===== src/tapp_regs.vh =====
`ifndef TAPP_REGS_VH
`define TAPP_REGS_VH
// TAP state codes (one-hot, 16 states)
`define TAPP_ST_RESET    16'h0001
`define TAPP_ST_IDLE     16'h0002
`define TAPP_ST_SEL_DR   16'h0004
`define TAPP_ST_CAP_DR   16'h0008
`define TAPP_ST_SH_DR    16'h0010
`define TAPP_ST_EX1_DR   16'h0020
`define TAPP_ST_PAU_DR   16'h0040
`define TAPP_ST_EX2_DR   16'h0080
`define TAPP_ST_UPD_DR   16'h0100
`define TAPP_ST_SEL_IR   16'h0200
`define TAPP_ST_CAP_IR   16'h0400
`define TAPP_ST_SH_IR    16'h0800
`define TAPP_ST_EX1_IR   16'h1000
`define TAPP_ST_PAU_IR   16'h2000
`define TAPP_ST_EX2_IR   16'h4000
`define TAPP_ST_UPD_IR   16'h8000
// Instruction codes
`define TAPP_IR_WIDTH    4
`define TAPP_IR_IDREAD   4'h2
`define TAPP_IR_BYPASS   4'hf
`define TAPP_IR_CAPTURE  4'h1
// Value loaded into the instruction shift register at capture
`define TAPP_IR_CAPVAL   4'h1
// Identification register capture content (arbitrary value)
`define TAPP_ID_VALUE    32'h0000_0001
`endif


===== src/tapp_top.v =====
// Summary of operation
// Tester keeps test clock at most half the double rate input clock.
// Data input sampled on rising test clock edge, used only while shifting.
// Data output changes on falling test clock edge, LSB first.
// Data output floats whenever no shift is in progress.
// Mode select sampled on rising test clock edge picks next state.
// Test reset clears data registers, loads instruction 0010 asynchronously.
// Test reset returns controller to initial state, independent of test clock.
// Standard sixteen state controller; shifting only in shift states.
`timescale 1ns/10ps
`default_nettype none
`include "tapp_regs.vh"
module tapp_top #(
    parameter IDW = 32
) (
    input  wire          sys_clk,
    input  wire          resetn,
    input  wire          tck,
    input  wire          tms,
    input  wire          tdi,
    input  wire          trst_n,
    input  wire [IDW-1:0] capture_in,
    output wire          tdo_out,
    output wire          tdo_oe_n,
    output wire [3:0]    instr_out,
    output wire [IDW-1:0] update_out
);
    // ------------------------------------------------------------
    // Reset release and pin synchronisers
    // ------------------------------------------------------------
    reg        rst_m_q;
    reg        rst_q;
    wire [3:0] pins_s;
    reg        tck_prev_q;
    reg        trst_ok_q;
    wire       tck_s;
    wire       tms_s;
    wire       tdi_s;
    wire       trst_s_n;
    wire       rise;
    wire       fall;
    wire       trst_a_n;

    always @(posedge sys_clk or negedge resetn) begin
        if (!resetn) begin
            rst_m_q <= 1'b0;
            rst_q   <= 1'b0;
        end else begin
            rst_m_q <= 1'b1;
            rst_q   <= rst_m_q;
        end
    end

    tapp_sync #(.W(4)) u_sync (
        .clk   (sys_clk),
        .rst_n (rst_q),
        .din   ({trst_n, tdi, tms, tck}),
        .dout  (pins_s)
    );
    assign tck_s    = pins_s[0];
    assign tms_s    = pins_s[1];
    assign tdi_s    = pins_s[2];
    assign trst_s_n = pins_s[3];

    // Test reset acts without test clock edges
    assign trst_a_n = rst_q & trst_n;

    // ------------------------------------------------------------
    // Test clock edge detection
    // ------------------------------------------------------------
    always @(posedge sys_clk or negedge trst_a_n) begin
        if (!trst_a_n) begin
            tck_prev_q <= 1'b0;
            trst_ok_q  <= 1'b0;
        end else begin
            tck_prev_q <= tck_s;
            trst_ok_q  <= trst_s_n;
        end
    end
    // No edge until the previous-value flop holds a synchronised sample
    assign rise = tck_s & ~tck_prev_q & trst_s_n & trst_ok_q;
    assign fall = ~tck_s & tck_prev_q & trst_s_n & trst_ok_q;

    // ------------------------------------------------------------
    // TAP state machine
    // ------------------------------------------------------------
    reg [15:0] st_q;
    reg [15:0] st_d;

    always @* begin
        st_d = st_q;
        case (st_q)
        `TAPP_ST_RESET:  st_d = tms_s ? `TAPP_ST_RESET  : `TAPP_ST_IDLE;
        `TAPP_ST_IDLE:   st_d = tms_s ? `TAPP_ST_SEL_DR : `TAPP_ST_IDLE;
        `TAPP_ST_SEL_DR: st_d = tms_s ? `TAPP_ST_SEL_IR : `TAPP_ST_CAP_DR;
        `TAPP_ST_CAP_DR: st_d = tms_s ? `TAPP_ST_EX1_DR : `TAPP_ST_SH_DR;
        `TAPP_ST_SH_DR:  st_d = tms_s ? `TAPP_ST_EX1_DR : `TAPP_ST_SH_DR;
        `TAPP_ST_EX1_DR: st_d = tms_s ? `TAPP_ST_UPD_DR : `TAPP_ST_PAU_DR;
        `TAPP_ST_PAU_DR: st_d = tms_s ? `TAPP_ST_EX2_DR : `TAPP_ST_PAU_DR;
        `TAPP_ST_EX2_DR: st_d = tms_s ? `TAPP_ST_UPD_DR : `TAPP_ST_SH_DR;
        `TAPP_ST_UPD_DR: st_d = tms_s ? `TAPP_ST_SEL_DR : `TAPP_ST_IDLE;
        `TAPP_ST_SEL_IR: st_d = tms_s ? `TAPP_ST_RESET  : `TAPP_ST_CAP_IR;
        `TAPP_ST_CAP_IR: st_d = tms_s ? `TAPP_ST_EX1_IR : `TAPP_ST_SH_IR;
        `TAPP_ST_SH_IR:  st_d = tms_s ? `TAPP_ST_EX1_IR : `TAPP_ST_SH_IR;
        `TAPP_ST_EX1_IR: st_d = tms_s ? `TAPP_ST_UPD_IR : `TAPP_ST_PAU_IR;
        `TAPP_ST_PAU_IR: st_d = tms_s ? `TAPP_ST_EX2_IR : `TAPP_ST_PAU_IR;
        `TAPP_ST_EX2_IR: st_d = tms_s ? `TAPP_ST_UPD_IR : `TAPP_ST_SH_IR;
        `TAPP_ST_UPD_IR: st_d = tms_s ? `TAPP_ST_SEL_DR : `TAPP_ST_IDLE;
        default:         st_d = `TAPP_ST_RESET;
        endcase
    end

    always @(posedge sys_clk or negedge trst_a_n) begin
        if (!trst_a_n) begin
            st_q <= `TAPP_ST_RESET;
        end else if (rise) begin
            st_q <= st_d;
        end
    end

    // ------------------------------------------------------------
    // State decode
    // ------------------------------------------------------------
    function tapp_in_state;
        input [15:0] st;
        input [15:0] code;
        begin
            tapp_in_state = |(st & code);
        end
    endfunction

    wire sh_dr   = tapp_in_state(st_q, `TAPP_ST_SH_DR);
    wire sh_ir   = tapp_in_state(st_q, `TAPP_ST_SH_IR);
    wire cap_dr  = tapp_in_state(st_q, `TAPP_ST_CAP_DR);
    wire upd_dr  = tapp_in_state(st_q, `TAPP_ST_UPD_DR);
    wire cap_ir  = tapp_in_state(st_q, `TAPP_ST_CAP_IR);
    wire upd_ir  = tapp_in_state(st_q, `TAPP_ST_UPD_IR);
    // Instruction reloads on entry to test-logic-reset
    wire nxt_rst = tapp_in_state(st_d, `TAPP_ST_RESET);

    // ------------------------------------------------------------
    // Instruction and data registers
    // ------------------------------------------------------------
    reg [3:0]     ir_q;
    reg [3:0]     irsh_q;
    reg [IDW-1:0] idsh_q;
    reg [IDW-1:0] cap_q;
    reg [IDW-1:0] upd_q;
    reg           byp_q;
    reg           tdo_q;
    reg           oe_n_q;
    wire          sel_id  = (ir_q == `TAPP_IR_IDREAD);
    wire          sel_cap = (ir_q == `TAPP_IR_CAPTURE);

    // All register moves happen on detected rising test clock edges
    always @(posedge sys_clk or negedge trst_a_n) begin
        if (!trst_a_n) begin
            ir_q   <= `TAPP_IR_IDREAD;
            irsh_q <= 4'h0;
            idsh_q <= {IDW{1'b0}};
            cap_q  <= {IDW{1'b0}};
            upd_q  <= {IDW{1'b0}};
            byp_q  <= 1'b0;
        end else if (rise) begin
            if (nxt_rst) begin
                ir_q <= `TAPP_IR_IDREAD;
            end
            if (cap_ir) begin
                irsh_q <= `TAPP_IR_CAPVAL;
            end else if (sh_ir) begin
                irsh_q <= {tdi_s, irsh_q[3:1]};
            end
            if (upd_ir) begin
                ir_q <= irsh_q;
            end
            if (cap_dr) begin
                idsh_q <= `TAPP_ID_VALUE;
                cap_q  <= capture_in;
                byp_q  <= 1'b0;
            end else if (sh_dr) begin
                if (sel_id) begin
                    idsh_q <= {tdi_s, idsh_q[IDW-1:1]};
                end else if (sel_cap) begin
                    cap_q <= {tdi_s, cap_q[IDW-1:1]};
                end else begin
                    byp_q <= tdi_s;
                end
            end
            if (upd_dr && sel_cap) begin
                upd_q <= cap_q;
            end
        end
    end

    // ------------------------------------------------------------
    // Serial output on falling test clock edge
    // ------------------------------------------------------------
    // Output enable follows the shift state at each falling edge
    always @(posedge sys_clk or negedge trst_a_n) begin
        if (!trst_a_n) begin
            tdo_q  <= 1'b0;
            oe_n_q <= 1'b1;
        end else if (fall) begin
            oe_n_q <= ~(sh_ir | sh_dr);
            if (sh_ir) begin
                tdo_q <= irsh_q[0];
            end else if (sh_dr) begin
                tdo_q <= sel_id ? idsh_q[0] :
                         (sel_cap ? cap_q[0] : byp_q);
            end
        end
    end

    // ------------------------------------------------------------
    // Port outputs
    // ------------------------------------------------------------
    assign tdo_out    = tdo_q;
    assign tdo_oe_n   = oe_n_q;
    assign instr_out  = ir_q;
    assign update_out = upd_q;
endmodule // tapp_top
`default_nettype wire


===== src/tapp_sync.v =====
`timescale 1ns/10ps
`default_nettype none
module tapp_sync #(
    parameter W = 4
) (
    input  wire         clk,
    input  wire         rst_n,
    input  wire [W-1:0] din,
    output wire [W-1:0] dout
);
    reg [W-1:0] meta_q;
    reg [W-1:0] sync_q;
    always @(posedge clk or negedge rst_n) begin
        if (!rst_n) begin
            meta_q <= {W{1'b0}};
            sync_q <= {W{1'b0}};
        end else begin
            meta_q <= din;
            sync_q <= meta_q;
        end
    end
    assign dout = sync_q;
endmodule // tapp_sync
`default_nettype wire


===== config.mk =====
export PLATFORM = sky130hd
export DESIGN_NAME = tapp_top
export DESIGN_NICKNAME = d
export VERILOG_FILES = /design/src/tapp_top.v /design/src/tapp_sync.v
export VERILOG_INCLUDE_DIRS = /design/src
export SDC_FILE = /design/constraint.sdc
export NUM_CORES = 1
export LEC_CHECK = 0
export ABC_CLOCK_PERIOD_IN_PS = 5700
export BUFFER_PORTS_ARGS = -buffer_cell sky130_fd_sc_hd__buf_2
export CAP_MARGIN = 10
export CORE_AREA = 3 3 121 123
export CTS_BUF_LIST = sky130_fd_sc_hd__clkbuf_8
export DETAILED_ROUTE_END_ITERATION = 8
export DIE_AREA = 0 0 124 126
export PLACE_DENSITY = 0.71
export SYNTH_ARGS = -nofsm -noshare
export SYNTH_HDL_FRONTEND = slang
export SYNTH_HIERARCHICAL = 1
export SYNTH_SLANG_ARGS = --single-unit

===== constraint.sdc =====
create_clock -name sys_clk -period 5.7 [get_ports sys_clk]
set_input_delay 0.285 -clock sys_clk [delete_from_list [all_inputs] [get_ports sys_clk]]
set_output_delay 0.285 -clock sys_clk [all_outputs]
set_load 0.01 [all_outputs]

# Word level (Yosys, flattened, before mapping)
# Index checks and enable logic that the tools add are counted.
# word_totals
inputBits	38
register_bits	135
word_cells	95
output_inout_bits	38
# op_classes
n_reduce_logical	17
mux	32
bitwise_logic	11
eq_ne	20
# ops
op	count
32-bit two-way mux	7
16-bit one-hot mux with 12 select lines	1
16-bit two-way mux	2
9-bit two-way mux	2
16-bit by 1-bit equality test with 1-bit output, second input constant	1
16-bit by 10-bit equality test with 1-bit output, second input constant	1
16-bit by 11-bit equality test with 1-bit output, second input constant	1
16-bit by 12-bit equality test with 1-bit output, second input constant	1
16-bit by 13-bit equality test with 1-bit output, second input constant	1
16-bit by 14-bit equality test with 1-bit output, second input constant	1
16-bit by 15-bit equality test with 1-bit output, second input constant	1
16-bit equality test, second input constant	1
16-bit by 2-bit equality test with 1-bit output, second input constant	1
16-bit by 3-bit equality test with 1-bit output, second input constant	1
16-bit by 4-bit equality test with 1-bit output, second input constant	1
16-bit by 5-bit equality test with 1-bit output, second input constant	1
16-bit by 6-bit equality test with 1-bit output, second input constant	1
16-bit by 7-bit equality test with 1-bit output, second input constant	1
16-bit by 8-bit equality test with 1-bit output, second input constant	1
16-bit by 9-bit equality test with 1-bit output, second input constant	1
4-bit two-way mux	4
15-bit two-way mux	1
13-bit two-way mux	1
2-bit nonzero test	6
other kinds (19)	40

# Depth between registers and ports, before layout
# Gate-level depths: netlist of the first run.
# depth
word_depth	5
mapped_depth	6
ltp_nobuf	5

# By module
# The synthesis of the first run kept the hierarchy.
# modules_own_cells
module	cells_each	instances	seq_area_each_um2	area_per_inst_um2
tapp_top	568	1	3181.8	5925.7
tapp_sync	8	1	200.2	200.2

# Worst setup path after synthesis of the first run
# No wires, ideal clock.
# synth_timing
kind	register -> register
start	register st_q[5]
end	register ir_q[1], in the netlist instr_out[1]
setup_time_ns	0.077
n_path_buf	1
t_arrival_ns	1.756
slack_ns	3.866
t_required_ns	5.623
period_less_slack_ns	1.834
path_stages_with_launch	7
path_cell_list	dfrtp_1 buf_6 nor4_4 nand4b_4 o32a_1 and4_4 o21a_1
# synth_via
elab_chain_len	5
elab_cells_between_ends	22
cone_classes	eq/ne: 16; mux: 1; reduce/logical: 5
# synth_rtl
item	line	text
from (decl)	tapp_top.v:87	reg [15:0] st_q;
from (signal assigned)	tapp_top.v:115	st_q <= `TAPP_ST_RESET;
from (signal assigned)	tapp_top.v:117	st_q <= st_d;
16-bit equality test, or another cell as far along	tapp_top.v:92	case (st_q)
3-bit OR reduction (no source line) or 2-bit OR reduction (tied branches)	n/a	
16-bit one-hot mux with 12 select lines (*)	tapp_top.v:92	
2-bit nonzero test (no source line) (*)	n/a	
2-bit AND reduction (no source line) (*)	n/a	
to (signal assigned)	tapp_top.v:158	ir_q <= `TAPP_IR_IDREAD;
to (signal assigned)	tapp_top.v:166	ir_q <= `TAPP_IR_IDREAD;
to (signal assigned)	tapp_top.v:174	ir_q <= irsh_q;
to (decl)	tapp_top.v:144	reg [3:0] ir_q;
# Mark *: on every way between the ends. The rest lies on a longest branch, timed or not.
# A chain may end at the register's enable or synchronous reset.

# Worst setup path in the final report of the first run
# layout_timing
start	register st_q[3]
end	register idsh_q[0]
# layout_via
elab_chain_len	2
elab_cells_between_ends	4
cone_classes	mux: 1; reduce/logical: 3
# layout_rtl
item	line	text
2-bit nonzero test (no source line)	n/a	
3-bit AND reduction (no source line)	n/a	
to (signal assigned)	tapp_top.v:160	idsh_q <= {IDW{1'b0}};
to (signal assigned)	tapp_top.v:177	idsh_q <= `TAPP_ID_VALUE;
to (signal assigned)	tapp_top.v:182	idsh_q <= {tdi_s, idsh_q[IDW-1:1]};
to (decl)	tapp_top.v:146	reg [IDW-1:0] idsh_q;
# Several ways; a longest one is shown, not always the timed one.

==> metrics, run 1 <==
adder-cell share of the synthesized area 0; Synth Area in XOR/XNOR 0.00858; Critical Path Max Stage Delay around 0.9 ns; Tmin final 2.41 ns; CP cell instances buf_4, o21a_1, o21ai_0, nand2_1; largest net degree at the start of global routing 76; CTS max path bufs 2; Total Routing Usage GR 0.175; worst setup path class reg -> reg; TritonCTS buffer count 17; Reg2Reg Launch Point st_q[3]; post-synthesis net count 614; CTS root buf clkbuf_8; TNS Setup 0 ns; post-route antenna net violation count 0; syn_area_per_cell 10.6 um2; CTS sink cnt 135; GRT overflow 0; Finished Cell Area 7080 um2; async set-or-reset flop fraction in the synthesized netlist 1.00; P_int 0.00156 W; Clock Skews 0.00997 ns; # setup viols final 0; VDD IR max 0.178 mV; hold crit path type reg -> async; r2r endpoint idsh_q[0]; Critical path buffers and inverters 1; Critical Path AT 2.77 ns; clock power share 0.413; first-pass GRT wire length 22.0 mm; synthesis-to-finish area growth 15.6%; number of global-route vias before repair ~4,500; Wirelength per Cell 15.5 um; Worst Path Required 6.06 ns; max-cap violations 0; synthesized area 6130 um2; sequential share of the synthesized area 0.552; Net Sw Frac 0.249; startpoint types flop; LEAKAGE 3.41 nW; row count 43; Slowest-stage cell, CP o21a_1; NetSw 0.000517 W; Simple-Gate Fraction of Synth Area 0.197; Synth Flop Type dfrtp_1; largest family of logic cells by synthesized area simple AND/OR/NAND/NOR gates; leading area contributor after synthesis dfrtp_1; PortBufs 75; Total Nets Final 677; post-CTS setup buffers 0; synth unique cells 55; worst skew pair latency about 0.43 ns; Slew HR 0.314; Reg clk slew, reported paths 0.08 ns; post-synthesis compound-gate area fraction 0.0944; CTS tree done; post-synthesis register bit count 135; dpl cells 795; Critical Path Sink Type flop; initial antenna violation count 0; Reg2Reg Depth 4; most frequent cell after synthesis dfrtp_1; R2R Setup Slk 3.29 ns; Die Height 126 um; cells after synthesis 576; Yosys top cell area share 0.539; H-tree Lvls 4; Sequential Power Share 0.489; Synth Warn # 6; hold_ws 0.140 ns; DRC violations left 0; synth cell count leaders 132 x dfrtp_1, 88 x nand2_1, 48 x nor2_1, 38 x a21oi_1, 34 x mux2i_1; Starting DRT DRC Count 235; Power Density a little under 300 nW/um2; Slew Viols, Final 0; Initial Util 0.445; Post-DP Area 6600 um2; Gate power share 0.099; Post-synth EDFFs 0; mux contribution to synthesized area 0.114; # IOs 76; Non-Filler Instances 831; post-DP HPWL 8.47 mm; Crit path max-delay family compound AO/OA/AOI/OAI gates; Routed WL 12.9 mm; Die ar. 15,600 um2; final hold vios 0; diode count 0; Worst Path Max Fanout 75; Least-Margin Pin Slew a little over 1 ns; largest cells by area after synthesis dfrtp_1 54%, mux2_2 5.9%, mux2i_1 5.6%; DR pass1 iterations 5; period utilization 0.423; FMAX 415 MHz; RSZ-0062 raised after global routing false; core area 13,800 um2; Die Width 124 um; vias post-DR 4,514; gpl congestion 0.863; vias per inst 5.43; layout cells sized above 1 0.250; run status finished clean
[power by group through the flow]
stage / registers, W / clock network (W) / logic [W]
after floorplan: 0.00101 / 0 / 0.000161
after global placement: 0.00103 / 0 / 0.000199
after detailed placement: 0.00103 / 0 / 0.000202
after CTS: 0.00101 / 0.000873 / 0.000206
after global routing: 0.00102 / 0.000908 / 0.000232
final: 0.00101 / 0.000857 / 0.000205
[sequential cells by signal, indices dropped and copies added (netlist names), 4 cells and up]
| name | count |
|---|---|
| cap_q | 32 |
| idsh_q | 32 |
| instr_out | 4 |
| irsh_q | 4 |
| st_q | 16 |
| u_sync/dout | 4 |
| u_sync/meta_q | 4 |
| update_out | 32 |
[kinds of logic after synthesis]
kind of cell | Yosys count
muxes | 66
buffers and inverters | 46
other | 1
and+or+nand+nor | 226
AOI/OAI and AO/OA | 96
xor gates and xnor gates | 6
DFF | 135
[how the worst max path moves through the flow]
stage | from | to | slack, ns | depth (start not counted)
after floorplan | rst_q | byp_q | 1.17 | 1
after global placement | st_q[3] | idsh_q[0] | 3.38 | 4
after detailed placement | st_q[3] | idsh_q[0] | 3.31 | 4
after CTS | st_q[3] | idsh_q[0] | 3.29 | 4
after global routing | st_q[3] | idsh_q[25] | 3.08 | 4
final | st_q[3] | idsh_q[0] | 3.29 | 4
[layer usage]
layer,vias to the layer above,global-route usage,share of wire
met2,118,0.267,0.47
met1,2241,0.242,0.45
met4,0,0.0509,0.016
met3,19,0.0543,0.061
li1,2136,-,-
met5,-,0,0
[what timing repair did]
action	CTS	global route
hold buffers	5	0
resized for setup	0	0
endpoints found under the hold margin	6	0
[layout make-up]
cell class | instances | area [um2]
Clock buffer | 18 | 248
Clock inverter | 13 | 180
Fill cell | 1276 | 6690
Inverter | 4 | 15.0
Multi-Input combinational cell | 395 | 2560
Sequential cell | 135 | 3380
Tap cell | 180 | 225
Timing Repair Buffer | 86 | 470
[placed cells by master, fill, tap and decap left out, types with 2 or more instances in the layout]
cell type	count
clkinvlp_4	2
o41ai_1	4
mux2_2	32
dfrtp_1	131
xnor2_1	3
nand3_1	4
mux2i_1	34
o21a_1	2
nor2_1	47
nand4b_1	4
nor4_1	2
nor3_1	7
xor2_1	3
buf_4	6
nand4_1	6
inv_1	5
nor2b_1	10
clkbuf_8	18
nand2b_1	2
nand2_1	88
bufinv_16	4
or2_2	3
o21ai_0	22
nand3b_1	30
o22a_1	3
nor4_4	4
dlygate4sd3_1	5
and3_1	5
a21o_1	2
a31oi_1	7
a21oi_1	38
clkinv_4	2
o31ai_1	3
clkinv_2	3
buf_2	75
dfstp_2	3
o21ai_1	3
nor4b_1	2
a211oi_1	2
[stage by stage]
step,setup slack [ns],util,power [W]
final,3.29,0.514,0.00208
after global routing,3.08,0.514,0.00216
after global placement,3.38,0.479,0.00123
after floorplan,1.17,-,0.00117
after CTS,3.29,0.514,0.00209
after detailed placement,3.31,0.479,0.00123
Note: power is estimated with default switching activity, not from simulation.
==> run 2, diff against run 1 <==
Settings changed: ABC_AREA set to 1, ABC_CLOCK_PERIOD_IN_PS 5700 to 2400, CORE_AREA 3 3 121 123 to 3 3 118 120, DIE_AREA 0 0 124 126 to 0 0 121 123.
Clock period 5.7 ns to 2.4 ns, I/O delays scaled along.
==> run 2 against run 1 <==
Routed wire length decreased by 2.6%. Die area decreased by 4.7%. Hold slack improved by 0.0066 ns. Critical path depth increased by 5. Clock skew increased by 0.0017 ns. Global-route usage increased by 0.35 points. Combinational power increased by 120%.
==> metrics, run 2 <==
Total Nets Final 795 (+17%); Critical Path Sink Type flop; async set-or-reset flop fraction in the synthesized netlist 1.00 (unchanged); largest net degree at the start of global routing 99 (+30%); Worst Path Required 2.76 ns (-3.30 ns); PortBufs 75 (unchanged); period utilization 0.793 (+0.371); vias post-DR 4,693 (+4.0%); post-route antenna net violation count 0 (unchanged); number of global-route vias before repair 4,545 (+1.3%); Slew Viols, Final 0 (unchanged); Synth Area in XOR/XNOR 0 (-0.00858); max-cap violations 0 (unchanged); hold_ws 0.147 ns (+0.00657 ns); TNS Setup 0 ns (unchanged); RSZ-0062 raised after global routing false; layout cells sized above 1 0.167 (-0.0837); LEAKAGE 3.46 nW (+1.4%); Tmin final 1.90 ns (-0.505 ns); core area 13,100 um2 (-5.0%); Power Density 638 nW/um2 (+120%); TritonCTS buffer count 17 (unchanged); CTS root buf clkbuf_8; row count 42 (-2.3%); Synth Warn # 6 (unchanged); hold crit path type reg -> async; post-synthesis register bit count 135 (unchanged); Crit path max-delay family compound AO/OA/AOI/OAI gates; CTS tree done; post-synthesis compound-gate area fraction 0.165 (+0.0709); DR pass1 iterations 4 (-1); FMAX 525 MHz (+27%); adder-cell share of the synthesized area 0 (unchanged); Critical path buffers and inverters 3 (+2); synth unique cells 33 (-40%); leading area contributor after synthesis dfrtp_1; gpl congestion 0.848 (-1.8%); Post-Route Utilization 0.545 (+0.0313); Yosys top cell area share 0.569 (+0.0302); Slowest-stage cell, CP dfrtp_1; vias per inst 4.97 (-8.5%); CTS max path bufs 2 (unchanged); VDD IR max 0.377 mV (+110%); Worst Path Max Fanout 50 (-33%); Simple-Gate Fraction of Synth Area 0.159 (-0.0388); hold bufs inserted after CTS 38 (+33); first-pass GRT wire length 21.1 mm (-4.1%); synthesis-to-finish area growth 23.0%; Initial Util 0.443 (-0.00147); Die ar. 14,900 um2 (-4.7%); DRC violations left 0 (unchanged); Total Routing Usage GR 0.178 (+0.00346); Wirelength per Cell 13.3 um (-14%); cells after synthesis 646 (+12%); Post-synth EDFFs 0 (unchanged); synthesized area 5800 um2 (-5.3%); GRT overflow 0 (unchanged); Reg clk slew, reported paths 0.08 ns (about the same); run status finished clean; Critical Path Max Stage Delay 0.34 ns (-0.58 ns); post-synthesis net count 684 (+11%); Die Width 121 um (-2.4%); Setup WS pre-CTS 0.557 ns (-2.75 ns); most common cell after layout, fill and taps aside dfrtp_1; post-CTS setup buffers 0 (unchanged); final hold vios 0 (unchanged); synth cell count leaders 132 x dfrtp_1, 115 x nand2_1, 102 x o21ai_0, 95 x inv_1, 50 x nand3_1; most frequent cell after synthesis dfrtp_1; sequential share of the synthesized area 0.583 (+0.0310); worst setup path class reg -> reg; H-tree Lvls 4 (unchanged); worst skew pair latency 0.45 ns (+0.02 ns); startpoint types flop; syn_area_per_cell 8.98 um2 (-16%); largest family of logic cells by synthesized area compound AO/OA/AOI/OAI gates; Critical Path AT 2.26 ns (-0.51 ns); Worst Slack Setup Final 0.496 ns (-2.80 ns); # IOs 76 (unchanged); Synth Flop Type dfrtp_1; CTS sink cnt 135 (unchanged); initial antenna violation count 0 (unchanged); post-DP HPWL 8.23 mm (-2.8%); highest-count cells in the layout ignoring fill and taps 132 x dfrtp_1, 115 x nand2_1, 102 x o21ai_0; Starting DRT DRC Count 429 (+83%); PostCTS Resize Cnt 0 (unchanged); # setup viols final 0 (unchanged); Routed WL 12.6 mm (-2.6%); Die Height 123 um (-2.4%); diode count 0 (unchanged); largest cells by area after synthesis dfrtp_1 57%, o21ai_0 8.8%, nand2_1 7.4%; Clock Skews 0.0117 ns (+0.00169 ns); CP cell instances nand2_1, inv_1, nand3_1, a21oi_2, inv_2, a21oi_4, buf_12, o211ai_1, o21ai_0; mux contribution to synthesized area 0 (-0.114)
==> run 2: changes by cell type in the layout (fill, tap and decap cells not counted), sizes merged, moves of 12 or more <==
cell         before  now
a21oi            38    8
dlygate4sd3       5   38
inv               6   98
mux2             32    0
mux2i            34    0
nand2            88  116
nand3             4   50
nand3b           30    1
o211ai            1   32
o21ai            26  106
o22ai             1   13
==> run 2: cells by family (layout without fill, tap and decap cells) <==
group,count (synthesis),in the layout
flops,135,135
compound gates,164,164
buf+inv,130,252
other cells,1,1
simple gates,216,216
==> run 2: worst paths after layout <==
check	start	endpoint	slack [ns]	cells after the start
worst max-delay path	u_sync/dout[3]	cap_q[27]	0.50	9
worst min-delay path	rst_q	u_sync/meta_q[2]	0.15	0
worst max register to register	u_sync/dout[3]	cap_q[27]	0.50	9
worst min register to register	rst_q	u_sync/meta_q[2]	0.15	0
max in group asynchronous	rst_q	st_q[0]	1.13	3
min in group sys_clk	tms	u_sync/meta_q[1]	0.31	2
==> run 2: report_power, final <==
part           total (W)  internal (W)  leakage (nW)  switching, W
Clock            0.00176      0.000904         0.184      0.000858
Combinational   0.000441      0.000170          1.56      0.000271
Sequential       0.00235       0.00233          1.72     0.0000260
Total            0.00455       0.00340          3.46       0.00116
==> run 2: layer usage <==
layer / track usage / part of all wire
met4: 0.0751 / 0.019
met2: 0.272 / 0.45
met3: 0.0503 / 0.063
met5: 0 / 0
met1: 0.242 / 0.47
==> run 2: cell type report <==
type | instances | area [um2]
fill | 1136 | 5950
tap | 176 | 220
inverter | 99 | 375
clock inverter | 13 | 136
timing repair buffer | 123 | 906
multi-input combinational | 381 | 1880
clock buffer | 17 | 234
sequential | 135 | 3380
==> run 2: through the flow <==
stage | std cells | power, W | instance area [um2]
final | 944 | 0.00455 | 7140
after global routing | 944 | 0.00477 | 7140
after CTS | 944 | 0.00461 | 7140
after detailed placement | 876 | 0.00279 | 6380
after global placement | 876 | 0.00278 | 6380
after floorplan | 646 | 0.00266 | 5800
==> run 2: worst register-to-register path: stages, from the launching register on <==
cell and delay [ns]:
dfrtp_1 0.34, nand2_1 0.07, inv_1 0.05, nand3_1 0.19
a21oi_2 0.24, inv_2 0.09, a21oi_4 0.33, buf_12 0.27
o211ai_1 0.14, o21ai_0 0.11
